File: src/hw/tbtmc_pkg.sv
// constants, register map and field layout of the ten-bit timer block
// Operation
// - 3-bit period value compared with count[9:7]
// - period match every 128*value clocks, 000=1024
// - clear select low: period match clears counter
// - period value zero: counter clears on overflow
// - mode field: compare, capture, pwm/pulse, timer
// - timer mode leaves output pin level undefined
// - compare mode: none, low, high, toggle on match
// - pwm mode: inactive, active, pwm, single pulse
// - capture: rising, falling, both edges, disabled
// - requested level equal initial: pin unchanged
// - timer on rising returns pin to initial level
// - compare mode initial level from control bit
// - control bit: pwm active level, pulse start level
// - invert bit inverts pin, not in timer mode
// - swap bit exchanges period and duty sources; the code swaps them in pwm mode only
// - clear select high: duty match clears counter
// - clear select ignored in pwm, pulse, capture
// - read-only low byte of counter, reset zero
// - timer on rise clears counter, fall freezes it
// - high byte read latches low byte into buffer
package tbtmc_pkg;
    // ======================================================
    // widths
    localparam int unsigned CNT_W  = 10;
    localparam int unsigned PER_W  = 3;
    localparam int unsigned LOW_W  = 7;
    localparam int unsigned REG_W  = 8;
    localparam int unsigned ADDR_W = 5;
    localparam int unsigned DATA_W = 32;
    localparam int unsigned FLAG_W = 3;
    localparam int unsigned SPAN_W = 11;
    typedef logic [DATA_W-1:0] tbtmc_word_t;
    // ======================================================
    // register byte offsets
    localparam logic [ADDR_W-1:0] OFS_CTRL0 = 5'h00;
    localparam logic [ADDR_W-1:0] OFS_CTRL1 = 5'h04;
    localparam logic [ADDR_W-1:0] OFS_CNTL  = 5'h08;
    localparam logic [ADDR_W-1:0] OFS_CNTH  = 5'h0C;
    localparam logic [ADDR_W-1:0] OFS_DUTY  = 5'h10;
    localparam logic [ADDR_W-1:0] OFS_FLAGS = 5'h14;
    localparam logic [ADDR_W-1:0] OFS_CAPT  = 5'h18;
    // ======================================================
    // field positions
    localparam int unsigned F_ON      = 3;
    localparam int unsigned F_PER_HI  = 2;
    localparam int unsigned F_PER_LO  = 0;
    localparam int unsigned F_MODE_HI = 7;
    localparam int unsigned F_MODE_LO = 6;
    localparam int unsigned F_FUNC_HI = 5;
    localparam int unsigned F_FUNC_LO = 4;
    localparam int unsigned F_INIT    = 3;
    localparam int unsigned F_INV     = 2;
    localparam int unsigned F_SWAP    = 1;
    localparam int unsigned F_CLR     = 0;
    localparam int unsigned FLAG_A    = 0;
    localparam int unsigned FLAG_P    = 1;
    localparam int unsigned FLAG_C    = 2;
    // ======================================================
    // reset values and fixed patterns
    localparam logic [REG_W-1:0]  CTRL1_RST = 8'h00;
    localparam logic [PER_W-1:0]  PER_RST   = 3'h0;
    localparam logic [PER_W-1:0]  PER_ONE   = 3'h1;
    localparam logic [CNT_W-1:0]  CNT_ZERO  = 10'h000;
    localparam logic [CNT_W-1:0]  CNT_ONE   = 10'h001;
    localparam logic [CNT_W-1:0]  CNT_MAX   = 10'h3FF;
    localparam logic [LOW_W-1:0]  LOW_ONES  = 7'h7F;
    localparam logic [SPAN_W-1:0] SPAN_FULL = 11'h400;
    localparam logic [SPAN_W-1:0] SPAN_ONE  = 11'h001;
    localparam logic [REG_W-1:0]  BYTE_ZERO = 8'h00;
    localparam logic [FLAG_W-1:0] FLAG_NONE = 3'h0;
    localparam tbtmc_word_t       WORD_ZERO = 32'h0000_0000;
    // ======================================================
    // operating modes, output function codes and capture edge codes
    localparam logic [1:0] MODE_CMP  = 2'h0;
    localparam logic [1:0] MODE_CAP  = 2'h1;
    localparam logic [1:0] MODE_PWM  = 2'h2;
    localparam logic [1:0] MODE_TMR  = 2'h3;
    localparam logic [1:0] FN_NONE   = 2'h0;
    localparam logic [1:0] FN_LOW    = 2'h1;
    localparam logic [1:0] FN_HIGH   = 2'h2;
    localparam logic [1:0] FN_TOGGLE = 2'h3;
    localparam logic [1:0] FN_INACT  = 2'h0;
    localparam logic [1:0] FN_ACT    = 2'h1;
    localparam logic [1:0] FN_PWM    = 2'h2;
    localparam logic [1:0] FN_PULSE  = 2'h3;
    localparam logic [1:0] FN_RISE   = 2'h0;
    localparam logic [1:0] FN_FALL   = 2'h1;
    localparam logic [1:0] FN_BOTH   = 2'h2;
endpackage : tbtmc_pkg

File: src/hw/tbtmc_cmp_if.sv
// counter and compare values passed between the timer and its comparators
`timescale 1ns/100ps
`default_nettype none
interface tbtmc_cmp_if;
    logic [tbtmc_pkg::CNT_W-1:0]  cnt;
    logic [tbtmc_pkg::PER_W-1:0]  per;
    logic [tbtmc_pkg::CNT_W-1:0]  duty;
    logic                         swap;
    logic                         p_match;
    logic                         a_match;
    logic                         duty_active;
    logic [tbtmc_pkg::SPAN_W-1:0] per_span;
    // ======================================================
    // timer drives values, comparator answers
    modport timer (output cnt, output per, output duty, output swap,
                   input p_match, input a_match, input duty_active, input per_span);
    modport cmp   (input cnt, input per, input duty, input swap,
                   output p_match, output a_match, output duty_active, output per_span);
endinterface : tbtmc_cmp_if
`default_nettype wire

File: src/hw/tbtmc_compare.sv
// period and duty comparators of the ten-bit timer
`timescale 1ns/100ps
`default_nettype none
module tbtmc_compare (
    // comparator side of the compare carrier
    tbtmc_cmp_if.cmp cif
);
    logic [tbtmc_pkg::PER_W-1:0]  per_m1;
    logic [tbtmc_pkg::SPAN_W-1:0] duty_len;

    // ======================================================
    // period comparator: top three bits against period minus one, low seven bits all ones, so matches fall on 128-clock steps
    assign per_m1       = cif.per - tbtmc_pkg::PER_ONE;   // 000 wraps to 111: full span
    assign cif.p_match  = (cif.cnt[tbtmc_pkg::CNT_W-1:tbtmc_pkg::LOW_W] == per_m1)
                       && (cif.cnt[tbtmc_pkg::LOW_W-1:0] == tbtmc_pkg::LOW_ONES);
    assign cif.per_span = (cif.per == tbtmc_pkg::PER_RST) ? tbtmc_pkg::SPAN_FULL
                        : {1'b0, cif.per, {tbtmc_pkg::LOW_W{1'b0}}};

    // ======================================================
    // duty comparator: a zero value never matches, the counter overflows instead
    assign cif.a_match  = (cif.cnt == cif.duty) && (cif.duty != tbtmc_pkg::CNT_ZERO);

    // ======================================================
    // pwm active window; a duty at or beyond the period gives a full-on output
    assign duty_len        = cif.swap ? cif.per_span : {1'b0, cif.duty};
    assign cif.duty_active = {1'b0, cif.cnt} < duty_len;
endmodule : tbtmc_compare
`default_nettype wire

File: src/hw/tbtmc_timer.sv
// ten-bit timer: register slave, counter, output pin and capture logic
`timescale 1ns/100ps
`default_nettype none
module tbtmc_timer (
    // clock and reset
    input  wire logic                           ref_clk_i,
    input  wire logic                           rst_n_i,
    // avalon-mm register slave
    input  wire logic [tbtmc_pkg::ADDR_W-1:0]   avs_address_i,
    input  wire logic                           avs_read_i,
    input  wire logic                           avs_write_i,
    input  wire logic [tbtmc_pkg::DATA_W-1:0]   avs_writedata_i,
    input  wire logic [3:0]                     avs_byteenable_i,
    output logic      [tbtmc_pkg::DATA_W-1:0]   avs_readdata_o,
    output logic                                avs_waitrequest_o,
    // timer pins
    input  wire logic                           capture_input_pin_i,
    output logic                                timer_output_pin_o
);
    // ======================================================
    // declarations
    logic                          wait_q, wait_d;
    logic [tbtmc_pkg::DATA_W-1:0]  rdata_q, rdata_d, rd_mux;
    logic                          on_q, on_d, on_prev_q;
    logic [tbtmc_pkg::PER_W-1:0]   per_q, per_d;
    logic [tbtmc_pkg::REG_W-1:0]   ctrl1_q, ctrl1_d;
    logic [tbtmc_pkg::CNT_W-1:0]   duty_q, duty_d;
    logic [tbtmc_pkg::CNT_W-1:0]   cnt_q, cnt_d;
    logic [tbtmc_pkg::REG_W-1:0]   buf_q, buf_d;
    logic [tbtmc_pkg::FLAG_W-1:0]  flags_q, flags_d, flag_set, flag_clr;
    logic [tbtmc_pkg::CNT_W-1:0]   cap_q, cap_d;
    logic                          cap_prev_q;
    logic                          lvl_q, lvl_d, pulse_q, pulse_d, pin_q, pin_d;
    logic                          req, rd_acc, wr_acc;
    logic                          wr_ctrl0, wr_ctrl1, wr_duty_lo, wr_duty_hi, wr_flags;
    logic                          rd_cnth;
    logic [1:0]                    mode, func;
    logic                          init_lvl, inv, swap, clr_sel;
    logic                          is_cmp, is_cap, is_pwm, is_tmr, cmp_like;
    logic                          on_rise, clear_on_a, cnt_clear, duty_end;
    logic                          set_a, set_p, set_c, cap_edge;
    logic                          req_lvl, cmp_change, cmp_next, pwm_lvl;

    tbtmc_cmp_if cif ();

    // address decode shared by the read mux and the write strobes
    function automatic logic hit(input logic [tbtmc_pkg::ADDR_W-1:0] a,
                                 input logic [tbtmc_pkg::ADDR_W-1:0] ofs);
        return a == ofs;
    endfunction

    // ======================================================
    // comparators
    tbtmc_compare u_compare (
        .cif (cif.cmp)
    );
    assign cif.cnt  = cnt_q;
    assign cif.per  = per_q;
    assign cif.duty = duty_q;
    assign cif.swap = swap;

    // ======================================================
    // bus handshake: one wait cycle, then accept; data is ready before the accept edge
    assign req    = avs_read_i | avs_write_i;
    assign rd_acc = avs_read_i & ~wait_q;
    assign wr_acc = avs_write_i & ~wait_q;
    assign wait_d = ~(req & wait_q);

    // write strobes; unmapped offsets and missing byte lanes are ignored
    assign wr_ctrl0   = wr_acc & hit(avs_address_i, tbtmc_pkg::OFS_CTRL0) & avs_byteenable_i[0];
    assign wr_ctrl1   = wr_acc & hit(avs_address_i, tbtmc_pkg::OFS_CTRL1) & avs_byteenable_i[0];
    assign wr_duty_lo = wr_acc & hit(avs_address_i, tbtmc_pkg::OFS_DUTY) & avs_byteenable_i[0];
    assign wr_duty_hi = wr_acc & hit(avs_address_i, tbtmc_pkg::OFS_DUTY) & avs_byteenable_i[1];
    assign wr_flags   = wr_acc & hit(avs_address_i, tbtmc_pkg::OFS_FLAGS) & avs_byteenable_i[0];
    assign rd_cnth    = rd_acc & hit(avs_address_i, tbtmc_pkg::OFS_CNTH);

    // register next values
    assign on_d    = wr_ctrl0 ? avs_writedata_i[tbtmc_pkg::F_ON] : on_q;
    assign per_d   = wr_ctrl0 ? avs_writedata_i[tbtmc_pkg::F_PER_HI:tbtmc_pkg::F_PER_LO] : per_q;
    assign ctrl1_d = wr_ctrl1 ? avs_writedata_i[tbtmc_pkg::REG_W-1:0] : ctrl1_q;
    assign duty_d  = {wr_duty_hi ? avs_writedata_i[tbtmc_pkg::CNT_W-1:tbtmc_pkg::REG_W]
                                 : duty_q[tbtmc_pkg::CNT_W-1:tbtmc_pkg::REG_W],
                      wr_duty_lo ? avs_writedata_i[tbtmc_pkg::REG_W-1:0]
                                 : duty_q[tbtmc_pkg::REG_W-1:0]};

    // low byte is only ever read through the buffer, latched at the accept edge one clock after the high byte is sampled
    assign buf_d = rd_cnth ? cnt_q[tbtmc_pkg::REG_W-1:0] : buf_q;

    // ======================================================
    // read mux; unmapped offsets read zero
    assign rd_mux =
        hit(avs_address_i, tbtmc_pkg::OFS_CTRL0) ?
            tbtmc_pkg::tbtmc_word_t'({on_q, per_q}) :
        hit(avs_address_i, tbtmc_pkg::OFS_CTRL1) ?
            tbtmc_pkg::tbtmc_word_t'(ctrl1_q) :
        hit(avs_address_i, tbtmc_pkg::OFS_CNTL) ?
            tbtmc_pkg::tbtmc_word_t'(buf_q) :
        hit(avs_address_i, tbtmc_pkg::OFS_CNTH) ?
            tbtmc_pkg::tbtmc_word_t'(cnt_q[tbtmc_pkg::CNT_W-1:tbtmc_pkg::REG_W]) :
        hit(avs_address_i, tbtmc_pkg::OFS_DUTY) ?
            tbtmc_pkg::tbtmc_word_t'(duty_q) :
        hit(avs_address_i, tbtmc_pkg::OFS_FLAGS) ?
            tbtmc_pkg::tbtmc_word_t'(flags_q) :
        hit(avs_address_i, tbtmc_pkg::OFS_CAPT) ?
            tbtmc_pkg::tbtmc_word_t'(cap_q) :
            tbtmc_pkg::WORD_ZERO;
    assign rdata_d = (avs_read_i & wait_q) ? rd_mux : rdata_q;

    // ======================================================
    // control field decode
    assign mode     = ctrl1_q[tbtmc_pkg::F_MODE_HI:tbtmc_pkg::F_MODE_LO];
    assign func     = ctrl1_q[tbtmc_pkg::F_FUNC_HI:tbtmc_pkg::F_FUNC_LO];
    assign init_lvl = ctrl1_q[tbtmc_pkg::F_INIT];
    assign inv      = ctrl1_q[tbtmc_pkg::F_INV];
    assign swap     = ctrl1_q[tbtmc_pkg::F_SWAP];
    assign clr_sel  = ctrl1_q[tbtmc_pkg::F_CLR];
    assign is_cmp   = (mode == tbtmc_pkg::MODE_CMP);
    assign is_cap   = (mode == tbtmc_pkg::MODE_CAP);
    assign is_pwm   = (mode == tbtmc_pkg::MODE_PWM);
    assign is_tmr   = (mode == tbtmc_pkg::MODE_TMR);
    assign cmp_like = is_cmp | is_tmr;

    // ======================================================
    // counter clear source; the select bit only counts in compare and timer modes
    assign on_rise    = on_q & ~on_prev_q;
    assign clear_on_a = cmp_like & clr_sel;
    assign cnt_clear  = (clear_on_a | (is_pwm & swap)) ? cif.a_match
                      : cif.p_match;
    assign cnt_d = on_rise ? tbtmc_pkg::CNT_ZERO
                 : !on_q ? cnt_q
                 : cnt_clear ? tbtmc_pkg::CNT_ZERO
                 : cnt_q + tbtmc_pkg::CNT_ONE;

    // ======================================================
    // event flags: hardware set wins over a same-cycle write-one clear
    assign set_a    = on_q & cif.a_match & ~is_cap;
    assign set_p    = on_q & cif.p_match & ~clear_on_a;
    assign cap_edge = (func == tbtmc_pkg::FN_RISE) ? (capture_input_pin_i & ~cap_prev_q)
                    : (func == tbtmc_pkg::FN_FALL) ? (~capture_input_pin_i & cap_prev_q)
                    : (func == tbtmc_pkg::FN_BOTH) ? (capture_input_pin_i ^ cap_prev_q)
                    : 1'b0;
    assign set_c    = on_q & is_cap & cap_edge;
    assign flag_set = {set_c, set_p, set_a};
    assign flag_clr = wr_flags ? avs_writedata_i[tbtmc_pkg::FLAG_W-1:0] : tbtmc_pkg::FLAG_NONE;
    assign flags_d  = (flags_q & ~flag_clr) | flag_set;
    assign cap_d    = set_c ? cnt_q : cap_q;

    // ======================================================
    // compare mode pin action on a duty match
    assign req_lvl    = (func == tbtmc_pkg::FN_HIGH);
    assign cmp_next   = (func == tbtmc_pkg::FN_TOGGLE) ? ~lvl_q : req_lvl;
    assign cmp_change = on_q & cif.a_match & (func != tbtmc_pkg::FN_NONE)
                      & ((func == tbtmc_pkg::FN_TOGGLE) | (req_lvl != init_lvl));

    // pwm and single pulse level; the control bit is the active level
    assign duty_end = swap ? cif.p_match : cif.a_match;
    assign pulse_d  = on_rise | (pulse_q & ~(on_q & duty_end));
    assign pwm_lvl  = (func == tbtmc_pkg::FN_INACT) ? ~init_lvl
                    : (func == tbtmc_pkg::FN_ACT)   ? init_lvl
                    : (func == tbtmc_pkg::FN_PWM)   ? (cif.duty_active ? init_lvl : ~init_lvl)
                    : (pulse_d ? init_lvl : ~init_lvl);

    // level before inversion; a timer-on rise restarts from the initial level
    assign lvl_d = on_rise ? init_lvl
                 : (is_pwm & on_q) ? pwm_lvl
                 : (is_cmp & cmp_change) ? cmp_next
                 : lvl_q;
    // the pin is unused in timer mode, so it is simply held low there
    assign pin_d = is_tmr ? 1'b0 : (lvl_d ^ inv);

    // ======================================================
    // bus registers
    always_ff @(posedge ref_clk_i or negedge rst_n_i) begin
        if (!rst_n_i) begin
            wait_q  <= 1'b1;
            rdata_q <= tbtmc_pkg::WORD_ZERO;
        end else begin
            wait_q  <= wait_d;
            rdata_q <= rdata_d;
        end
    end

    // software-visible control registers
    always_ff @(posedge ref_clk_i or negedge rst_n_i) begin
        if (!rst_n_i) begin
            on_q    <= 1'b0;
            per_q   <= tbtmc_pkg::PER_RST;
            ctrl1_q <= tbtmc_pkg::CTRL1_RST;
            duty_q  <= tbtmc_pkg::CNT_ZERO;
        end else begin
            on_q    <= on_d;
            per_q   <= per_d;
            ctrl1_q <= ctrl1_d;
            duty_q  <= duty_d;
        end
    end

    // counter, read buffer, flags and capture
    always_ff @(posedge ref_clk_i or negedge rst_n_i) begin
        if (!rst_n_i) begin
            on_prev_q  <= 1'b0;
            cnt_q      <= tbtmc_pkg::CNT_ZERO;
            buf_q      <= tbtmc_pkg::BYTE_ZERO;
            flags_q    <= tbtmc_pkg::FLAG_NONE;
            cap_q      <= tbtmc_pkg::CNT_ZERO;
            cap_prev_q <= 1'b0;
        end else begin
            on_prev_q  <= on_q;
            cnt_q      <= cnt_d;
            buf_q      <= buf_d;
            flags_q    <= flags_d;
            cap_q      <= cap_d;
            cap_prev_q <= capture_input_pin_i;
        end
    end

    // output pin state
    always_ff @(posedge ref_clk_i or negedge rst_n_i) begin
        if (!rst_n_i) begin
            lvl_q   <= 1'b0;
            pulse_q <= 1'b0;
            pin_q   <= 1'b0;
        end else begin
            lvl_q   <= lvl_d;
            pulse_q <= pulse_d;
            pin_q   <= pin_d;
        end
    end

    assign avs_readdata_o     = rdata_q;
    assign avs_waitrequest_o  = wait_q;
    assign timer_output_pin_o = pin_q;
endmodule : tbtmc_timer
`default_nettype wire
File: config.mk
export PLATFORM = sky130hd
export DESIGN_NAME = tbtmc_timer
export DESIGN_NICKNAME = d
export VERILOG_FILES = /design/src/hw/tbtmc_pkg.sv /design/src/hw/tbtmc_cmp_if.sv /design/src/hw/tbtmc_compare.sv /design/src/hw/tbtmc_timer.sv
export SDC_FILE = /design/constraint.sdc
export NUM_CORES = 1
export LEC_CHECK = 0
export BUFFER_PORTS_ARGS = -buffer_cell sky130_fd_sc_hd__buf_4
export CAP_MARGIN = 10
export CORE_ASPECT_RATIO = 0.6
export CORE_MARGIN = 2
export CORE_UTILIZATION = 35
export DETAILED_ROUTE_END_ITERATION = 7
export PLACE_DENSITY_LB_ADDON = 0.08
export SYNTH_ARGS = -nofsm -noshare
export SYNTH_HDL_FRONTEND = slang
export SYNTH_HIERARCHICAL = 1
export SYNTH_SLANG_ARGS = --single-unit
export TNS_END_PERCENT = 100
File: constraint.sdc
create_clock -name ref_clk_i -period 3.2 [get_ports ref_clk_i]
set_input_delay 0.32 -clock ref_clk_i [delete_from_list [all_inputs] [get_ports ref_clk_i]]
set_output_delay 0.32 -clock ref_clk_i [all_outputs]
set_load 0.02 [all_outputs]
==> metrics.cfg, run 1 <==
[layout]
final_common_cell = dfrtp_1
fillers = 1113
multi_input_area_um2 = 2220
stdcell_area_um2 = 4910
syn2layout_area_growth_pct = 19.0
drive_gt1_share_pct = 20.0
layout_common_cells = dfrtp_1, buf_4, mux2_1
fin_nets = 508
regArea_um2 = 1730
diodes = 0

[die]
die_x_um = 144
die_h_um = 88.1
dieArea_um2 = 12700
io-pin-count = 80
coreArea_um2 = 11400
num_rows = 30
start_util_pct = 36.3

[setup_path]
crit_top_cell = mux2_4
cpPeakStageDelay_ns = 0.54
crit_type = flop to flop
path_cells = nand2b_1, ha_1, a211oi_1, nor2_1, a2111oi_4, a221o_1, a31oi_1, mux2_4, a211oi_4, mux2_4
worstPathRequired_ns = 3.42
r2r_cells = 10
cp_top_family = compound AO/OA/AOI/OAI gates
cp-start-kind = flop
cp.arrival_ns = 3.26
cp_slowest_cell = dfrtp_1
rrSetupSlack_ns = 0.16
crit_buf_inv = 0
startpoint = ctrl1_q[1]
timing.rr.end = timer_output_pin_o
cp_max_fo = 12
critPathCaptureType = flop
crit-reg2reg-launch = ctrl1_q[1]

[power_and_ir_drop]
p_sw_share_pct = 30.9
pwr-share-comb_pct = 21.4
irDropWorstVdd_mv = 0.235
clkPwrFrac_pct = 39.4
p_per_area_nw_per_um2 = 534
intPower_mw = 1.81
p_sw_mw = 0.808
sequentialPowerShare_pct = 39.2
p_leak_nw = 2.37

[route]
post_drt_via_cell_ratio = 5.07
wl_um = 11500
route.detailed.drc = 0
drt_iter0_markers = 255
num_vias = 3085
dr.pass1.iters = 4
wl_per_cell_um = 18.9
ant_nets = 0

[timing]
finalHoldViolCount = 0
fin_crit_sh_pct = 95.0
maxSlewHeadroom_pct = 39.5
rsz0062_at_grt = no
fin_setup_tns_ns = 0
period_needed_ns = 3.04
setup_violations = 0
report.final.slew_viol_count = 0
fmax_mhz = 329
worst_pin_slew_ns = 0.907
skew_ns = 0.0108
fin_hold_ws_ns = 0.115

[synth]
syn_inst = 392
avgSynthCellArea_um2 = 10.5
yosys_warnings = 6
mappedNetlistArea_um2 = 4120

[placed_design]
numPortBuffers = 33
dpl.hpwl_um = 8430
post_dp_cell_area_um2 = 4540
routabilityCongestion = 0.812

[clocking]
cts_buffers = 9
ctsHoldBuffers = 0
clk_path_buf_depth = 2
cts_root_buf = clkbuf_16
numClockSinks = 69
tritoncts = yes
clkTransAtPathRegs_ns = 0.06
h-tree-depth = 3
clk_latency_ns = 0.34

[worst_hold_path]
hold_class = primary input to async pin

[job]
maxCapViolations = 0

[global_route]
grt_pass1_vias = 3004
grt-ovfl-total = 0
grt_pass1_wl_um = 18100
grt_max_degree = 70
antenna_found_initial = 0
grtUsageTotal_pct = 19.5

[status]
status = complete, no violations

-- cell type report --
type	count	share of cell area, %
clock inverter	7	1.63
inverter	11	0.841
sequential	69	35.2
timing repair buffer	55	8.41
multi-input combinational	298	45.2
tap	160	4.08
clock buffer	9	4.59
-- through the flow --
stage	util, %	worst slack, ns	instances	total power [mW]
after floorplan	-	0.304	413	1.36
after CTS	42.6	0.0359	603	2.59
after global placement	39.9	0.134	587	1.55
after global routing	43.1	0.0256	609	2.75
after detailed placement	39.9	0.0442	587	1.55
final	43.1	0.161	609	2.62
-- how the worst max path moves through the flow --
stage                    endpoint  slack, ns  cells past startpoint
3_5_place_dp   timer_output_pin_o       0.04                     13
6_report       timer_output_pin_o       0.16                     10
2_1_floorplan  timer_output_pin_o       0.30                     13
4_1_cts        timer_output_pin_o       0.04                     13
3_3_place_gp   timer_output_pin_o       0.13                     13
5_1_grt        timer_output_pin_o       0.03                     13
-- state kept, by name, indices dropped and copies added, names as in the netlist, 3 cells and up --
| signal | flops |
|---|---|
| avs_readdata_o | 10 |
| buf_q | 8 |
| cap_q | 10 |
| cif.cnt | 10 |
| cif.duty | 10 |
| cif.per | 3 |
| ctrl1_q | 8 |
| flags_q | 3 |
-- power groups by stage --
stage	Sequential, mW	Combinational, mW	Clock, mW
2_1_floorplan	1.03	0.323	0
4_1_cts	1.02	0.517	1.05
6_report	1.03	0.561	1.03
3_3_place_gp	1.04	0.509	0
5_1_grt	1.03	0.614	1.10
3_5_place_dp	1.04	0.515	0
-- routing by layer --
metal  vias to the layer above  track usage [%]  part of all wire, %
met5                         -                0                    0
met4                         0             4.24                 0.77
met3                        10             5.14                  5.9
met2                        91             25.2                   38
met1                      1536             31.5                   55
li1                       1448                -                    -
-- repair_timing --
item | in CTS | in global routing
resized for setup | 0 | 6
buffers inserted | 0 | 6
endpoints found under the setup margin | 0 | 1
No activity file was read; power rests on OpenSTA's default activity.
==> inputs of run 2 (changes only) <==
CORE_ASPECT_RATIO = default   (was 0.6)
==> run 2 against run 1 <==
Effect of this change: register-to-register slack about the same; via count is 2.5% lower; combinational power shrank 13%; utilization shrank 1.2 points; clock power down 6%; final cell count fell by 4.3%; clock skew down 0.0065 ns; flip-flop and latch count unchanged; global-route usage down 1.6 points; critical path depth up 3; power is 4.8% lower.
==> metrics.cfg, run 2 (synthesis results as in run 1) <==
[status]
status = complete, no violations

[route]
wl_per_cell_um = 18.3
post_drt_via_cell_ratio = 5.16
ant_nets = 0
wl_um = 10700
drt_iter0_markers = 168
num_vias = 3009
route.detailed.drc = 0
dr.pass1.iters = 4

[placed_design]
numPortBuffers = 33
place_worst_setup_slack_ns = 0.0527
post_dp_cell_area_um2 = 4510
routabilityCongestion = 0.811
dpl.hpwl_um = 7720

[timing]
fmax_mhz = 329
maxSlewHeadroom_pct = 38.9
worst_pin_slew_ns = 0.916
setup_ws_ns = 0.159
skew_ns = 0.00429
fin_setup_tns_ns = 0
fin_crit_sh_pct = 95.0
period_needed_ns = 3.04
finalHoldViolCount = 0
report.final.slew_viol_count = 0
setup_violations = 0
rsz0062_at_grt = no

[layout]
multi_input_area_um2 = 2220
stdcell_area_um2 = 4810
fin_nets = 501
layout_common_cells = dfrtp_1, buf_4, mux2_1
drive_gt1_share_pct = 18.4
diodes = 0
final_common_cell = dfrtp_1
utilization_pct = 42.0
regArea_um2 = 1730
syn2layout_area_growth_pct = 16.7
fillers = 1129

[setup_path]
critPathCaptureType = flop
cp_slowest_cell = dfrtp_1
crit_buf_inv = 1
cp_top_family = compound AO/OA/AOI/OAI gates
crit_type = flop to flop
worstPathRequired_ns = 3.42
cp-start-kind = flop
cp_max_fo = 3
path_cells = inv_2, ha_1, nor2b_4, nor2_2, mux2i_1, ha_1, a21o_1, a2111oi_4, a221o_1, a31oi_1, mux2_4, a211oi_4, mux2_4
cpPeakStageDelay_ns = 0.40
cp.arrival_ns = 3.26

[power_and_ir_drop]
irDropWorstVdd_mv = 0.261
p_leak_nw = 2.33
p_per_area_nw_per_um2 = 518

[die]
num_rows = 39
io-pin-count = 80
coreArea_um2 = 11500
dieArea_um2 = 12700
die_h_um = 113
start_util_pct = 36.0
die_x_um = 113

[job]
maxCapViolations = 0

[clocking]
cts_setup_buffers = 0
numClockSinks = 69
h-tree-depth = 3
clk_path_buf_depth = 2
cts_root_buf = clkbuf_16
ctsHoldBuffers = 0
clkTransAtPathRegs_ns = 0.06
tritoncts = yes
clk_latency_ns = 0.34
cts_buffers = 9

[global_route]
grt_pass1_wl_um = 17300
grtUsageTotal_pct = 17.9
use_met1_pct = 24.6
grtUsageMet3_pct = 4.05
gr-max-usage-layer = met2
antenna_found_initial = 0
grt_pass1_vias = 3103
grt_max_degree = 70
grt-ovfl-total = 0
grt_use_met2_pct = 28.1

[worst_hold_path]
hold_class = primary input to async pin

## run 2: changes by cell type in the layout (fill, tap and decap cells not counted)
cell        previous run  this run
inv_8                  1         0
clkbuf_8               0         4
bufinv_16              1         0
inv_6                  3         0
clkinvlp_4             1         0
buf_4                 55        48
## run 2: repair_timing
action / in CTS / in global routing
endpoints found under the setup margin: 0 / 1
resized for setup: 0 / 6
hold endpoints to repair: 0 / 0
## run 2: worst paths after layout
check / startpoint / depth (start not counted) / slack [ns] / end
setup / recovery: cif.per[1] / 13 / 0.16 / timer_output_pin_o
hold / removal: rst_n_i / 1 / 0.11 / ctrl1_q[5]
setup reg to reg: cif.per[1] / 13 / 0.16 / timer_output_pin_o
hold reg to reg: pulse_q / 2 / 0.47 / pulse_q
max in group asynchronous: rst_n_i / 1 / 2.48 / buf_q[7]
min in group ref_clk_i: capture_input_pin_i / 1 / 0.11 / cap_prev_q
## run 2: per-layer routing
metal,part of all wire [%],up-vias
li1,-,1430
met3,4.4,10
met2,47,62
met1,47,1507
met5,0,-
met4,1.2,0
## run 2: cell type report
cell class | count | area share [%]
clock inverters | 1 | 0.104
clock buffers | 13 | 5.82
well taps | 143 | 3.72
flip-flops and latches | 69 | 35.9
repair buffers | 48 | 7.49
inverters | 11 | 0.858
multi-input cells | 298 | 46.1
## run 2: power breakdown
group / switching [mW] / leakage, nW / internal, mW
clock: 0.368 / 0.144 / 0.599
combinational: 0.265 / 1.25 / 0.222
sequential: 0.0968 / 0.935 / 0.942
total: 0.730 / 2.33 / 1.76
## run 2: per-stage QoR
stage	instances	power (mW)	hold slack (ns)
5_1_grt	583	2.61	0.102
2_1_floorplan	413	1.36	0.0244
3_3_place_gp	569	1.52	0.449
6_report	583	2.49	0.107
3_5_place_dp	569	1.53	0.451
4_1_cts	583	2.51	0.0992
==> inputs of run 3 (changes only) <==
CORE_ASPECT_RATIO = 1.4   (was default)
==> run 3 against run 2 <==
Effect of this change: wire length rose by 2.0%; global-route usage rose by 0.56 points; sequential share of layout area shrank 0.17 points; combinational power fell by 0.8%; highest routed layer unchanged; setup slack better by 0.0077 ns; first-iteration DRC count decreased by 5.4%; critical path depth is the same; largest cell class unchanged; fmax increased by 0.25%; via count increased by 0.43%.
==> metrics.cfg, run 3 (synthesis results as in run 1) <==
[timing]
skew_ns = 0.00356
report.final.slew_viol_count = 0
fmax_mhz = 330
rsz0062_at_grt = no
fin_crit_sh_pct = 94.8
setup_ws_ns = 0.166
period_needed_ns = 3.03
finalHoldViolCount = 0
worst_pin_slew_ns = 0.926
setup_violations = 0
fin_setup_tns_ns = 0
maxSlewHeadroom_pct = 38.3

[global_route]
antenna_found_initial = 0
grtUsageTotal_pct = 18.4
grt-ovfl-total = 0
grt_pass1_vias = 3085
grt_max_degree = 70
grt_pass1_wl_um = 17500

[die]
num_rows = 46
die_x_um = 95.7
io-pin-count = 80
dieArea_um2 = 12700
coreArea_um2 = 11400
die_h_um = 132
start_util_pct = 36.2

[layout]
layout_common_cells = dfrtp_1, mux2_1, buf_4
syn2layout_area_growth_pct = 17.3
drive_gt1_share_pct = 17.7
fin_nets = 500
final_cells = 585
final_common_cell = dfrtp_1
fillers = 1120
diodes = 0

[status]
status = complete, no violations

[route]
post_drt_via_cell_ratio = 5.17
drt_iter0_markers = 159
num_vias = 3022
wl_per_cell_um = 18.6
wl_um = 10900
ant_nets = 0
route.detailed.drc = 0
dr.pass1.iters = 4

[setup_path]
critPathCaptureType = flop
worstPathRequired_ns = 3.42
crit_type = flop to flop
cp-start-kind = flop
cp.arrival_ns = 3.25
cpPeakStageDelay_ns = 0.39
cp_slowest_cell = dfrtp_1
cp_max_fo = 3
path_cells = inv_1, ha_1, nor2b_4, nor2_1, mux2i_1, ha_1, a21o_1, a2111oi_4, a221o_1, a31oi_1, mux2_4, a211oi_4, mux2_4

[clocking]
cts_root_buf = clkbuf_16
h-tree-depth = 3
cts_buffers = 9
clkTransAtPathRegs_ns = 0.06
clk_latency_ns = 0.33
cts_setup_buffers = 0
numClockSinks = 69
clk_path_buf_depth = 2
tritoncts = yes

[power_and_ir_drop]
irDropWorstVdd_mv = 0.255
power_mw = 2.59
p_per_area_nw_per_um2 = 536
p_leak_nw = 2.33

[job]
maxCapViolations = 0

[placed_design]
place_worst_setup_slack_ns = 0.0600
routabilityCongestion = 0.815
dp_cells = 569
numPortBuffers = 33
dpl.hpwl_um = 8020

[worst_hold_path]
hold_class = primary input to flop

## run 3: where the power goes
group          internal, mW  switching [mW]  total, mW  leakage [nW]
Clock                 0.681           0.389       1.07         0.145
Sequential            0.942          0.0987       1.04         0.935
Combinational         0.223           0.262      0.484          1.25
Total                  1.85           0.749       2.59          2.33
## run 3: cell type report
| type | count | area, um2 | area share, % |
|---|---|---|---|
| clock buffers | 10 | 229 | 4.73 |
| flip-flops and latches | 69 | 1730 | 35.7 |
| multi-input cells | 298 | 2220 | 45.8 |
| inverters | 11 | 41.3 | 0.854 |
| well taps | 144 | 180 | 3.73 |
| repair buffers | 47 | 353 | 7.30 |
| clock inverters | 6 | 87.6 | 1.81 |
## run 3: stage by stage
step | utilization (%) | instance area (um2) | hold slack (ns)
final | 42.4 | 4840 | 0.112
after global routing | 42.4 | 4840 | 0.103
after CTS | 42.3 | 4820 | 0.103
after detailed placement | 39.5 | 4500 | 0.450
after global placement | 39.5 | 4500 | 0.449
after floorplan | - | 4200 | 0.0244
## run 3: what timing repair did
item	in CTS	in global routing
resized for setup	0	3
hold buffers	0	0
endpoints found under the setup margin	0	1
## run 3: worst paths after layout
kind / slack [ns] / cells past startpoint / end / from
min in group asynchronous: 0.13 / 1 / avs_readdata_o[0] / rst_n_i
hold / removal: 0.11 / 1 / cap_prev_q / capture_input_pin_i
setup reg to reg: 0.17 / 13 / timer_output_pin_o / cif.per[1]
hold reg to reg: 0.48 / 2 / pulse_q / pulse_q
max in group asynchronous: 2.48 / 1 / ctrl1_q[3] / rst_n_i
setup / recovery: 0.17 / 13 / timer_output_pin_o / cif.per[1]
## run 3: critical path: cells and delay by family (launching register included)
| family | cells | cell delay, ns |
|---|---|---|
| flip-flops | 1 | 0.39 |
| multiplexers | 3 | 0.75 |
| buffers and inverters | 1 | 0.10 |
| AO/OA/AOI/OAI | 5 | 1.06 |
| AND/OR/NAND/NOR | 2 | 0.20 |
| adder cells (fa/ha/maj) | 2 | 0.42 |
## run 3: routing by layer
metal | global-route usage [%] | up-vias | wire length [um]
met5 | 0 | - | 0
met4 | 5.71 | 0 | 235
met3 | 3.30 | 20 | 396
met2 | 31.4 | 76 | 5630
met1 | 23.4 | 1489 | 4620
li1 | - | 1437 | -
